## config.mk

```make
export PLATFORM = sky130hd
export DESIGN_NAME = pmwc_power_ctrl
export DESIGN_NICKNAME = d
export VERILOG_FILES = /design/src/pmwc_pkg.sv /design/src/pmwc_power_ctrl.sv /design/src/pmwc_sync3.sv /design/src/pmwc_req_pulse.sv
export SDC_FILE = /design/constraint.sdc
export NUM_CORES = 1
export LEC_CHECK = 0
export BUFFER_PORTS_ARGS = -buffer_cell sky130_fd_sc_hd__buf_2
export CAP_MARGIN = 20
export CORE_MARGIN = 2
export CORE_UTILIZATION = 35
export CTS_CLUSTER_SIZE = 25
export DETAILED_ROUTE_END_ITERATION = 7
export GPL_ROUTABILITY_DRIVEN = 0
export HOLD_SLACK_MARGIN = 0.12
export PLACE_DENSITY_LB_ADDON = 0.15
export SLEW_MARGIN = 20
export SYNTH_ARGS = -nofsm -noshare
export SYNTH_HDL_FRONTEND = slang
export SYNTH_HIERARCHICAL = 1
export SYNTH_SLANG_ARGS = --single-unit
export TNS_END_PERCENT = 20
```

## constraint.sdc

```tcl
create_clock -name core_clk -period 3.6 [get_ports core_clk]
set_clock_uncertainty 0.15 [all_clocks]
set_input_delay 0.72 -clock core_clk [delete_from_list [all_inputs] [get_ports core_clk]]
set_output_delay 0.72 -clock core_clk [all_outputs]
set_load 0.02 [all_outputs]
```

## src/pmwc_pkg.sv

```systemverilog
// ----------------------------------------------------------------------
// power mode and wake control definitions
// ----------------------------------------------------------------------
package pmwc_pkg;

  // register offsets
  localparam logic [7:0] OFS_POWER_CONTROL    = 8'h87;
  localparam logic [7:0] OFS_POWER_UNIT_MODE  = 8'hb3;
  localparam logic [7:0] OFS_WAKE_CONFIG_1ST  = 8'hb5;
  localparam logic [7:0] OFS_WAKE_FLAG_2ND    = 8'hb6;

  // wake_flag_second fields
  localparam int BIT_PULSE_COUNT_WAKE   = 0;
  localparam int BIT_BATTERY_MON_WAKE   = 2;
  // wake_config_first fields
  localparam int BIT_CFG_CLEAR          = 5;
  localparam int BIT_CFG_SUSPEND        = 6;
  localparam int BIT_CFG_SLEEP          = 7;
  // power_unit_mode fields
  localparam int BIT_SUPPLY_MONITOR_OFF = 5;
  localparam int BIT_WAKE_REQ_OUT_EN    = 6;
  localparam int BIT_RTC_CLOCK_OUT_EN   = 7;
  // power_control fields
  localparam int BIT_IDLE               = 0;
  localparam int BIT_STOP               = 1;
  localparam int BIT_POWER_SOURCE_SEL   = 2;
  localparam int BIT_GF_LO              = 3;
  localparam int BIT_GF_HI              = 7;

  // reset values
  localparam logic [7:0] RST_POWER_CONTROL   = 8'h00;
  localparam logic [7:0] RST_POWER_UNIT_MODE = 8'h00;
  localparam logic [1:0] RST_WAKE_ENABLES    = 2'h0;
  localparam logic [1:0] RST_WAKE_FLAGS      = 2'h0;

  // timing
  localparam int CLK_PERIOD_PS    = 5000;
  localparam int FLAG_HIDE_CLOCKS = 2;
  localparam int WAKE_REQ_NS      = 1000;
  localparam int WAKE_REQ_CYCLES  = (WAKE_REQ_NS * 1000) / CLK_PERIOD_PS;
  localparam int NUM_EVENTS       = 3;

  // register bus request
  typedef struct packed {
    logic [7:0] addr;
    logic [7:0] wdata;
    logic       wr;
    logic       rd;
  } pmwc_bus_t;

  // wake event sources, each a pin level
  typedef struct packed {
    logic other_wake;
    logic battery_monitor;
    logic pulse_count;
  } pmwc_events_t;

  // power modes
  typedef enum logic [2:0] {
    PM_RUN,
    PM_IDLE,
    PM_STOP,
    PM_SUSPEND,
    PM_SLEEP
  } pmwc_mode_t;

endpackage

```

## src/pmwc_power_ctrl.sv

```systemverilog
`timescale 1ns/1ps
// How it works
// - wake flag bit 2: battery monitor wake enable on write, flag on read
// - wake flag bit 0: pulse counter wake enable on write, flag on read
// - cleared enable keeps that event from waking suspend or sleep
// - any flag set refuses entry into suspend or sleep
// - any flag set keeps the low power oscillator running
// - flags read zero for two clocks after suspend wake
// - mode bit 7 routes buffered rtc clock to port 0 bit 2
// - mode bit 6 enables sleep wake request on port 0 bit 3
// - mode bit 5 set disables the supply monitor
// - mode bits 4 to 0 ignore writes, read zero
// - control bits 7 to 3 are plain general purpose flags
// - control bit 2 selects battery (0) or converter output (1)
// - writing 1 to control bit 1 enters stop, write only
// - writing 1 to control bit 0 enters idle, write only
// - leaving sleep drives wake request low for other devices
// - flags update on every battery monitor and pulse counter event, enabled or not
// - clear bit 5 of wake config resets all flags
// - with monitor off, any reset source gives a full power-on reset
module pmwc_power_ctrl (
  // clock and reset
  input  wire logic                 core_clk,
  input  wire logic                 reset,
  // register port
  input  wire pmwc_pkg::pmwc_bus_t  bus_req,
  output logic [7:0]                bus_rdata,
  // wake event pins
  input  wire pmwc_pkg::pmwc_events_t event_pins,
  // reset pin falling edge and pending interrupt
  input  wire logic                 reset_pin_wake,
  input  wire logic                 irq_pending,
  // reset sources and oscillator request
  input  wire logic                 reset_source_req,
  input  wire logic                 lp_osc_off_req,
  // buffered rtc clock in
  input  wire logic                 rtc_buf_clk,
  // port 0 bit 2 clock out
  output logic                      port0_bit2_pin_out,
  output logic                      port0_bit2_pin_oe_n,
  // port 0 bit 3 wake request, open drain
  input  wire logic                 port0_bit3_pin_in,
  output logic                      port0_bit3_pin_out,
  output logic                      port0_bit3_pin_oe_n,
  // power status
  output pmwc_pkg::pmwc_mode_t      power_mode,
  output logic                      power_source_select,
  output logic                      supply_monitor_en,
  output logic                      full_por_req,
  output logic                      lp_osc_enable
);

  // --------------------------------------------------------------------
  // decode helpers
  // --------------------------------------------------------------------

  // write strobe for one offset
  function automatic logic wr_hit(input pmwc_pkg::pmwc_bus_t b,
                                  input logic [7:0] ofs);
    wr_hit = b.wr && (b.addr == ofs);
  endfunction

  // read strobe for one offset
  function automatic logic rd_hit(input pmwc_pkg::pmwc_bus_t b,
                                  input logic [7:0] ofs);
    rd_hit = b.rd && (b.addr == ofs);
  endfunction

  // --------------------------------------------------------------------
  // state
  // --------------------------------------------------------------------

  logic [7:0]           ctrl_r;        // general flags and power select
  logic [7:0]           mode_r;        // only bits 7..5 are storage
  logic [1:0]           wake_en_r;     // [1] battery, [0] pulse counter
  logic [1:0]           wake_flag_r;   // [1] battery, [0] pulse counter
  logic [1:0]           wake_flag_nxt;
  logic [1:0]           hide_cnt_r;
  logic [1:0]           hide_cnt_nxt;
  logic [7:0]           rdata_nxt;
  pmwc_pkg::pmwc_mode_t mode_state_r;
  pmwc_pkg::pmwc_mode_t mode_state_nxt;

  // --------------------------------------------------------------------
  // event input conditioning
  // --------------------------------------------------------------------

  logic [pmwc_pkg::NUM_EVENTS-1:0] evt_raw;
  logic [pmwc_pkg::NUM_EVENTS-1:0] evt_lvl;
  logic [pmwc_pkg::NUM_EVENTS-1:0] evt_lvl_d_r;
  logic [pmwc_pkg::NUM_EVENTS-1:0] evt_rise;

  assign evt_raw = event_pins;

  // one synchroniser per event pin
  genvar gi;
  generate
    for (gi = 0; gi < pmwc_pkg::NUM_EVENTS; gi++) begin : g_evt_sync
      pmwc_sync3 u_sync (
        .core_clk  (core_clk),
        .reset     (reset),
        .async_in  (evt_raw[gi]),
        .level_out (evt_lvl[gi])
      );
    end
  endgenerate

  // rising edge of each filtered event level
  always_ff @(posedge core_clk) begin
    if (reset) begin
      evt_lvl_d_r <= '0;
    end else begin
      evt_lvl_d_r <= evt_lvl;
    end
  end

  assign evt_rise = evt_lvl & ~evt_lvl_d_r;

  // --------------------------------------------------------------------
  // register write and read decode
  // --------------------------------------------------------------------

  wire wr_ctrl  = wr_hit(bus_req, pmwc_pkg::OFS_POWER_CONTROL);
  wire wr_mode  = wr_hit(bus_req, pmwc_pkg::OFS_POWER_UNIT_MODE);
  wire wr_cfg   = wr_hit(bus_req, pmwc_pkg::OFS_WAKE_CONFIG_1ST);
  wire wr_flag  = wr_hit(bus_req, pmwc_pkg::OFS_WAKE_FLAG_2ND);
  wire rd_ctrl  = rd_hit(bus_req, pmwc_pkg::OFS_POWER_CONTROL);
  wire rd_mode  = rd_hit(bus_req, pmwc_pkg::OFS_POWER_UNIT_MODE);
  wire rd_flag  = rd_hit(bus_req, pmwc_pkg::OFS_WAKE_FLAG_2ND);

  // command bits carried by the write data
  // clear all flags
  wire cmd_clear   = wr_cfg  && bus_req.wdata[pmwc_pkg::BIT_CFG_CLEAR];
  wire cmd_suspend = wr_cfg  && bus_req.wdata[pmwc_pkg::BIT_CFG_SUSPEND];
  wire cmd_sleep   = wr_cfg  && bus_req.wdata[pmwc_pkg::BIT_CFG_SLEEP];
  wire cmd_stop    = wr_ctrl && bus_req.wdata[pmwc_pkg::BIT_STOP];
  wire cmd_idle    = wr_ctrl && bus_req.wdata[pmwc_pkg::BIT_IDLE];

  // --------------------------------------------------------------------
  // wake flags
  // --------------------------------------------------------------------

  // events mapped onto flag order: [1] battery monitor, [0] pulse counter
  wire [1:0] flag_evt = {evt_rise[1], evt_rise[0]};

  // sticky until cleared
  // an event in the clearing cycle survives the clear
  assign wake_flag_nxt = (cmd_clear ? 2'h0 : wake_flag_r) | flag_evt;

  wire any_flag = |wake_flag_r;

  wire own_wake = |(flag_evt & wake_en_r);
  wire wake_hit = own_wake || evt_rise[2] || reset_pin_wake;

  // --------------------------------------------------------------------
  // power mode sequencing
  // --------------------------------------------------------------------

  // refuse low power entry with flags set
  wire lp_entry_ok = !any_flag;

  always_comb begin
    mode_state_nxt = mode_state_r;
    case (mode_state_r)
      pmwc_pkg::PM_RUN: begin
        if (cmd_sleep && lp_entry_ok) begin
          mode_state_nxt = pmwc_pkg::PM_SLEEP;
        end else if (cmd_suspend && lp_entry_ok) begin
          mode_state_nxt = pmwc_pkg::PM_SUSPEND;
        end else if (cmd_stop) begin
          mode_state_nxt = pmwc_pkg::PM_STOP;
        end else if (cmd_idle) begin
          mode_state_nxt = pmwc_pkg::PM_IDLE;
        end
      end
      pmwc_pkg::PM_IDLE: begin
        if (irq_pending) begin
          mode_state_nxt = pmwc_pkg::PM_RUN;
        end
      end
      pmwc_pkg::PM_STOP: begin
        // only a device reset leaves stop
        mode_state_nxt = pmwc_pkg::PM_STOP;
      end
      pmwc_pkg::PM_SUSPEND,
      pmwc_pkg::PM_SLEEP: begin
        if (wake_hit) begin
          mode_state_nxt = pmwc_pkg::PM_RUN;
        end
      end
      default: begin
        mode_state_nxt = pmwc_pkg::PM_RUN;
      end
    endcase
  end

  wire leave_suspend = (mode_state_r == pmwc_pkg::PM_SUSPEND) &&
                       (mode_state_nxt == pmwc_pkg::PM_RUN);
  wire leave_sleep   = (mode_state_r == pmwc_pkg::PM_SLEEP) &&
                       (mode_state_nxt == pmwc_pkg::PM_RUN);

  // hide flags for two clocks after suspend
  always_comb begin
    hide_cnt_nxt = hide_cnt_r;
    if (leave_suspend) begin
      hide_cnt_nxt = 2'(pmwc_pkg::FLAG_HIDE_CLOCKS);
    end else if (hide_cnt_r != 2'h0) begin
      hide_cnt_nxt = hide_cnt_r - 2'h1;
    end
  end

  wire flags_hidden = (hide_cnt_r != 2'h0);

  // --------------------------------------------------------------------
  // register storage
  // --------------------------------------------------------------------

  // power control: stop and idle never stored
  always_ff @(posedge core_clk) begin
    if (reset) begin
      ctrl_r <= pmwc_pkg::RST_POWER_CONTROL;
    end else if (wr_ctrl) begin
      ctrl_r <= {bus_req.wdata[pmwc_pkg::BIT_GF_HI:pmwc_pkg::BIT_POWER_SOURCE_SEL],
                 2'h0};
    end
  end

  // power unit mode: low bits never stored
  always_ff @(posedge core_clk) begin
    if (reset) begin
      mode_r <= pmwc_pkg::RST_POWER_UNIT_MODE;
    end else if (wr_mode) begin
      mode_r <= {bus_req.wdata[7:5], 5'h00};
    end
  end

  // wake enables, written through the flag register
  always_ff @(posedge core_clk) begin
    if (reset) begin
      wake_en_r <= pmwc_pkg::RST_WAKE_ENABLES;
    end else if (wr_flag) begin
      wake_en_r <= {bus_req.wdata[pmwc_pkg::BIT_BATTERY_MON_WAKE],
                    bus_req.wdata[pmwc_pkg::BIT_PULSE_COUNT_WAKE]};
    end
  end

  // flags, hide counter and mode state
  always_ff @(posedge core_clk) begin
    if (reset) begin
      wake_flag_r  <= pmwc_pkg::RST_WAKE_FLAGS;
      hide_cnt_r   <= 2'h0;
      mode_state_r <= pmwc_pkg::PM_RUN;
    end else begin
      wake_flag_r  <= wake_flag_nxt;
      hide_cnt_r   <= hide_cnt_nxt;
      mode_state_r <= mode_state_nxt;
    end
  end

  // --------------------------------------------------------------------
  // read path
  // --------------------------------------------------------------------

  wire [1:0] flag_view = flags_hidden ? 2'h0 : wake_flag_r;

  // read mux; unmapped and command-only offsets read zero
  always_comb begin
    rdata_nxt = 8'h00;
    if (rd_ctrl) begin
      rdata_nxt = ctrl_r;
    end else if (rd_mode) begin
      rdata_nxt = mode_r;
    end else if (rd_flag) begin
      rdata_nxt[pmwc_pkg::BIT_BATTERY_MON_WAKE] = flag_view[1];
      rdata_nxt[pmwc_pkg::BIT_PULSE_COUNT_WAKE] = flag_view[0];
    end
  end

  // read data valid one cycle after the strobe only
  always_ff @(posedge core_clk) begin
    if (reset) begin
      bus_rdata <= 8'h00;
    end else begin
      bus_rdata <= rdata_nxt;
    end
  end

  // --------------------------------------------------------------------
  // wake request pin
  // --------------------------------------------------------------------

  wire wake_req_en = mode_r[pmwc_pkg::BIT_WAKE_REQ_OUT_EN];
  wire wake_req_active;

  pmwc_req_pulse u_wake_req (
    .core_clk (core_clk),
    .reset    (reset),
    .start    (leave_sleep && wake_req_en),
    .active   (wake_req_active)
  );

  // open drain drive only when enabled
  assign port0_bit3_pin_out  = 1'b0;
  assign port0_bit3_pin_oe_n = !(wake_req_active && wake_req_en);

  // --------------------------------------------------------------------
  // rtc clock output pin
  // --------------------------------------------------------------------

  wire rtc_out_en = mode_r[pmwc_pkg::BIT_RTC_CLOCK_OUT_EN];

  // gate buffered clock onto the pin
  assign port0_bit2_pin_out  = rtc_buf_clk && rtc_out_en;
  assign port0_bit2_pin_oe_n = !rtc_out_en;

  // --------------------------------------------------------------------
  // supply, oscillator and status outputs
  // --------------------------------------------------------------------

  wire monitor_off = mode_r[pmwc_pkg::BIT_SUPPLY_MONITOR_OFF];

  assign supply_monitor_en   = !monitor_off;
  // any reset source escalates while monitor off
  assign full_por_req        = reset_source_req && monitor_off;
  assign lp_osc_enable       = !lp_osc_off_req || any_flag;
  assign power_source_select = ctrl_r[pmwc_pkg::BIT_POWER_SOURCE_SEL];
  assign power_mode          = mode_state_r;

  // wake request pin is only driven here, its sampled level is unused
  wire unused_pin_in = port0_bit3_pin_in;

endmodule // pmwc_power_ctrl

```

## src/pmwc_sync3.sv

```systemverilog
`timescale 1ns/1ps
// ----------------------------------------------------------------------
// three stage input synchroniser with agreement filter
// ----------------------------------------------------------------------
module pmwc_sync3 (
  // clock and reset
  input  wire logic core_clk,
  input  wire logic reset,
  // asynchronous level in, filtered level out
  input  wire logic async_in,
  output logic      level_out
);

  logic s1_r;
  logic s2_r;
  logic s3_r;

  // shift chain; output follows once stages two and three agree
  always_ff @(posedge core_clk) begin
    if (reset) begin
      s1_r      <= 1'b0;
      s2_r      <= 1'b0;
      s3_r      <= 1'b0;
      level_out <= 1'b0;
    end else begin
      s1_r <= async_in;
      s2_r <= s1_r;
      s3_r <= s2_r;
      if (s2_r == s3_r) begin
        level_out <= s3_r;
      end
    end
  end

endmodule // pmwc_sync3

```

## src/pmwc_req_pulse.sv

```systemverilog
`timescale 1ns/1ps
// ----------------------------------------------------------------------
// fixed length request pulse
// ----------------------------------------------------------------------
module pmwc_req_pulse (
  // clock and reset
  input  wire logic core_clk,
  input  wire logic reset,
  // start strobe and stretched pulse
  input  wire logic start,
  output logic      active
);

  localparam logic [15:0] LEN = 16'(pmwc_pkg::WAKE_REQ_CYCLES);

  logic [15:0] cnt_r;

  // load on start, count down to zero
  always_ff @(posedge core_clk) begin
    if (reset) begin
      cnt_r <= 16'h0000;
    end else if (start) begin
      cnt_r <= LEN;
    end else if (cnt_r != 16'h0000) begin
      cnt_r <= cnt_r - 16'h0001;
    end
  end

  assign active = (cnt_r != 16'h0000);

endmodule // pmwc_req_pulse

```

==> metrics.yaml <==
run_status:
  status: "complete, no violations"
critical_path:
  rrSetupSlack_ns: 1.04
  arrival_ns: 2.19
  crit_path_start_kind: "register"
  crit_type: "register to output port"
  crit_fanout: 7
  required_ns: 2.73
  end_kind: "output port"
route:
  wl_met1_um: 2570
  dr_wl_met3_um: 251
  num_vias: 1963
  highest_layer: "met4"
  dr.pass1.iters: 4
  ant_nets: 0
  drc: 0
  wire_per_inst_um: 13.0
  finalWirelength_um: 5150
  drt_iter0_markers: 113
  route.met2.wl_um: 2240
  viasPerCell: 4.97
pwr:
  powerDensity_mw_per_mm2: 624
  ir_worst_vdd_uv: 414
  p_leak_uw: 0.00114
yosys:
  synthFlopType: "dfxtp_1"
  ys_ff_latch: 56
  ys_async_sr_fraction: 0
  seq_area_frac_synth: 0.459
  post-synth-top-count-cell: "dfxtp_1"
  synth.largest_area_cell: "dfxtp_1"
  post_synth.cell_area_avg_um2: 9.70
  synthTopCellsByArea: "dfxtp_1 46%, mux2i_1 5.3%, nor2_1 4.5%"
  synth_cell_types: 55
  synth_top_area_frac: 0.459
  syn_area_mm2: 0.00244
  synthCells: 252
  synth_edf_count: 0
  netlist_top_cells_count: "56 x dfxtp_1, 29 x nor2_1, 18 x nand2_1"
  yosysWarningCount: 6
sta:
  period_needed_ns: 3.06
  grt_setup_unrepaired: "false"
  post-route-period-util: 0.849
  slew_violations: 0
  setup_ws_ns: 0.543
  hold_viol: 0
  tns_ns: 0
  max_clock_freq_mhz: 327
  finalSetupViolCount: 0
  tightest_slew_ns: 0.756
  maxSlewHeadroom: 0.492
  holdWs_ns: 0.296
global_routing:
  grt_usage: 0.141
  antenna_found_initial: 0
  grt_start_max_net_pins: 30
  grt_overflow: 0
  grt_pass1_wl_um: 8520
  grt_pass1_vias: 1761
die:
  rows: 30
  die-area_mm2: 0.00767
  fp.dieW_um: 87.6
  boundaryPins: 48
  die_y_um: 87.6
  core_mm2: 0.00679
  start_util: 0.360
clocking:
  clock_sinks: 56
  clock_latency_ns: 0.31
  cts_resized: 0
  cts.path.max_buffers: 2
  cts_tree: "built"
  ctsHoldBuffers: 0
  cts_buffers: 5
  clk_pin_slew_worst_paths_ns: 0.10
  htreeDepth: 2
  clockRootBuffer: "clkbuf_8"
  post_cts_buffers: 0
finish:
  nets: 328
  drive_gt1_frac: 0.227
  area_delta_synth_final_pct: 16.5
  stdcell_area_mm2: 0.00285
  num_antenna_cells: 0
  fill_cells: 681
  final_cells: 395
placement:
  numPortBuffers: 44
  placed_cells: 387
  dp_slack_ns: 0.841
  hpwlAfterDp_um: 3740
  placed_area_mm2: 0.00276
run:
  max_cap_viol_count: 0
hold_path:
  min_path_type: "register to register"
state kept, by name, indices dropped and copies added (netlist names):
| register | flops |
|---|---|
| bus_rdata | 7 |
| ctrl_r | 6 |
| evt_lvl_d_r | 3 |
| g_evt_sync.u_sync/level_out | 3 |
| g_evt_sync.u_sync/s1_r | 3 |
| g_evt_sync.u_sync/s2_r | 3 |
| g_evt_sync.u_sync/s3_r | 3 |
| hide_cnt_r | 2 |
| mode_r | 3 |
| power_mode | 3 |
| u_wake_req/cnt_r | 16 |
| wake_en_r | 2 |
| wake_flag_r | 2 |
report_power, final:
part           switching, µW  total (µW)  internal (µW)
Combinational            360         631            271
Clock                    206         345            139
Sequential               104         801            697
cell families (layout without fill, tap and decap cells):
kind of cell    count (synthesis)  after routing  synth area share
flops                          56             56             0.459
simple gates                  127            127             0.341
mux                            13             13            0.0532
compound gates                 40             40             0.111
buf+inv                        12             58            0.0225
other cells                     1              2           0.00153
fa+ha+maj                       1              1           0.00512
xor+xnor                        2              2           0.00717
placed cells by master (no fill, tap or decap), drive strengths merged, types with 2 or more instances in the layout:
cell type,n
dfxtp,56
buf,45
nor2,29
nand2,19
nor2b,16
a21oi,16
mux2i,13
nor4,8
nand4,6
or3,6
clkbuf,6
inv,5
and2,5
nor3,5
nand3,5
a22o,4
o21ai,4
o211ai,4
nand4b,4
o41ai,3
or4,3
and3,3
and4,2
nand2b,2
nor4b,2
conb,2
nor3b,2
a211oi,2
nand3b,2
or2,2
or3b,2
worst paths after layout:
kind / cells after the start / endpoint / from
max: 6 / port0_bit3_pin_oe_n / u_wake_req/cnt_r[0]
min: 1 / g_evt_sync[2].u_sync/s2_r / g_evt_sync[2].u_sync/s1_r
max reg2reg: 6 / u_wake_req/cnt_r[14] / g_evt_sync[1].u_sync/level_out
min reg2reg: 1 / g_evt_sync[2].u_sync/s2_r / g_evt_sync[2].u_sync/s1_r
area by class of cell:
| type | count | area, µm² | area share |
|---|---|---|---|
| Clock buffer | 6 | 72.6 | 0.0255 |
| Sequential cell | 56 | 1120 | 0.394 |
| Inverter | 5 | 18.8 | 0.00659 |
| Clock inverter | 2 | 16.3 | 0.00571 |
| Timing Repair Buffer | 45 | 228 | 0.0799 |
| Tap cell | 96 | 120 | 0.0422 |
| Multi-Input combinational cell | 185 | 1270 | 0.447 |
routing by layer:
layer	up-vias	GRT usage
li1	1008	-
met1	898	0.191
met2	49	0.220
met3	8	0.0311
met4	0	0.0545
met5	-	0
per-stage QoR:
| stage | power [µW] | util |
|---|---|---|
| 4_1_cts | 1800 | 0.419 |
| 2_1_floorplan | 1290 | - |
| 3_5_place_dp | 1440 | 0.406 |
| 3_3_place_gp | 1440 | 0.406 |
| 5_1_grt | 1920 | 0.419 |
| 6_report | 1780 | 0.419 |
critical path, stage by stage (launching register included):
cell	delay [ns]
dfxtp_1	0.36
inv_1	0.07
ha_1	0.26
nor3b_1	0.40
nand4_1	0.41
nand2_1	0.19
buf_2	0.18
No activity file was read; power rests on OpenSTA's default activity.
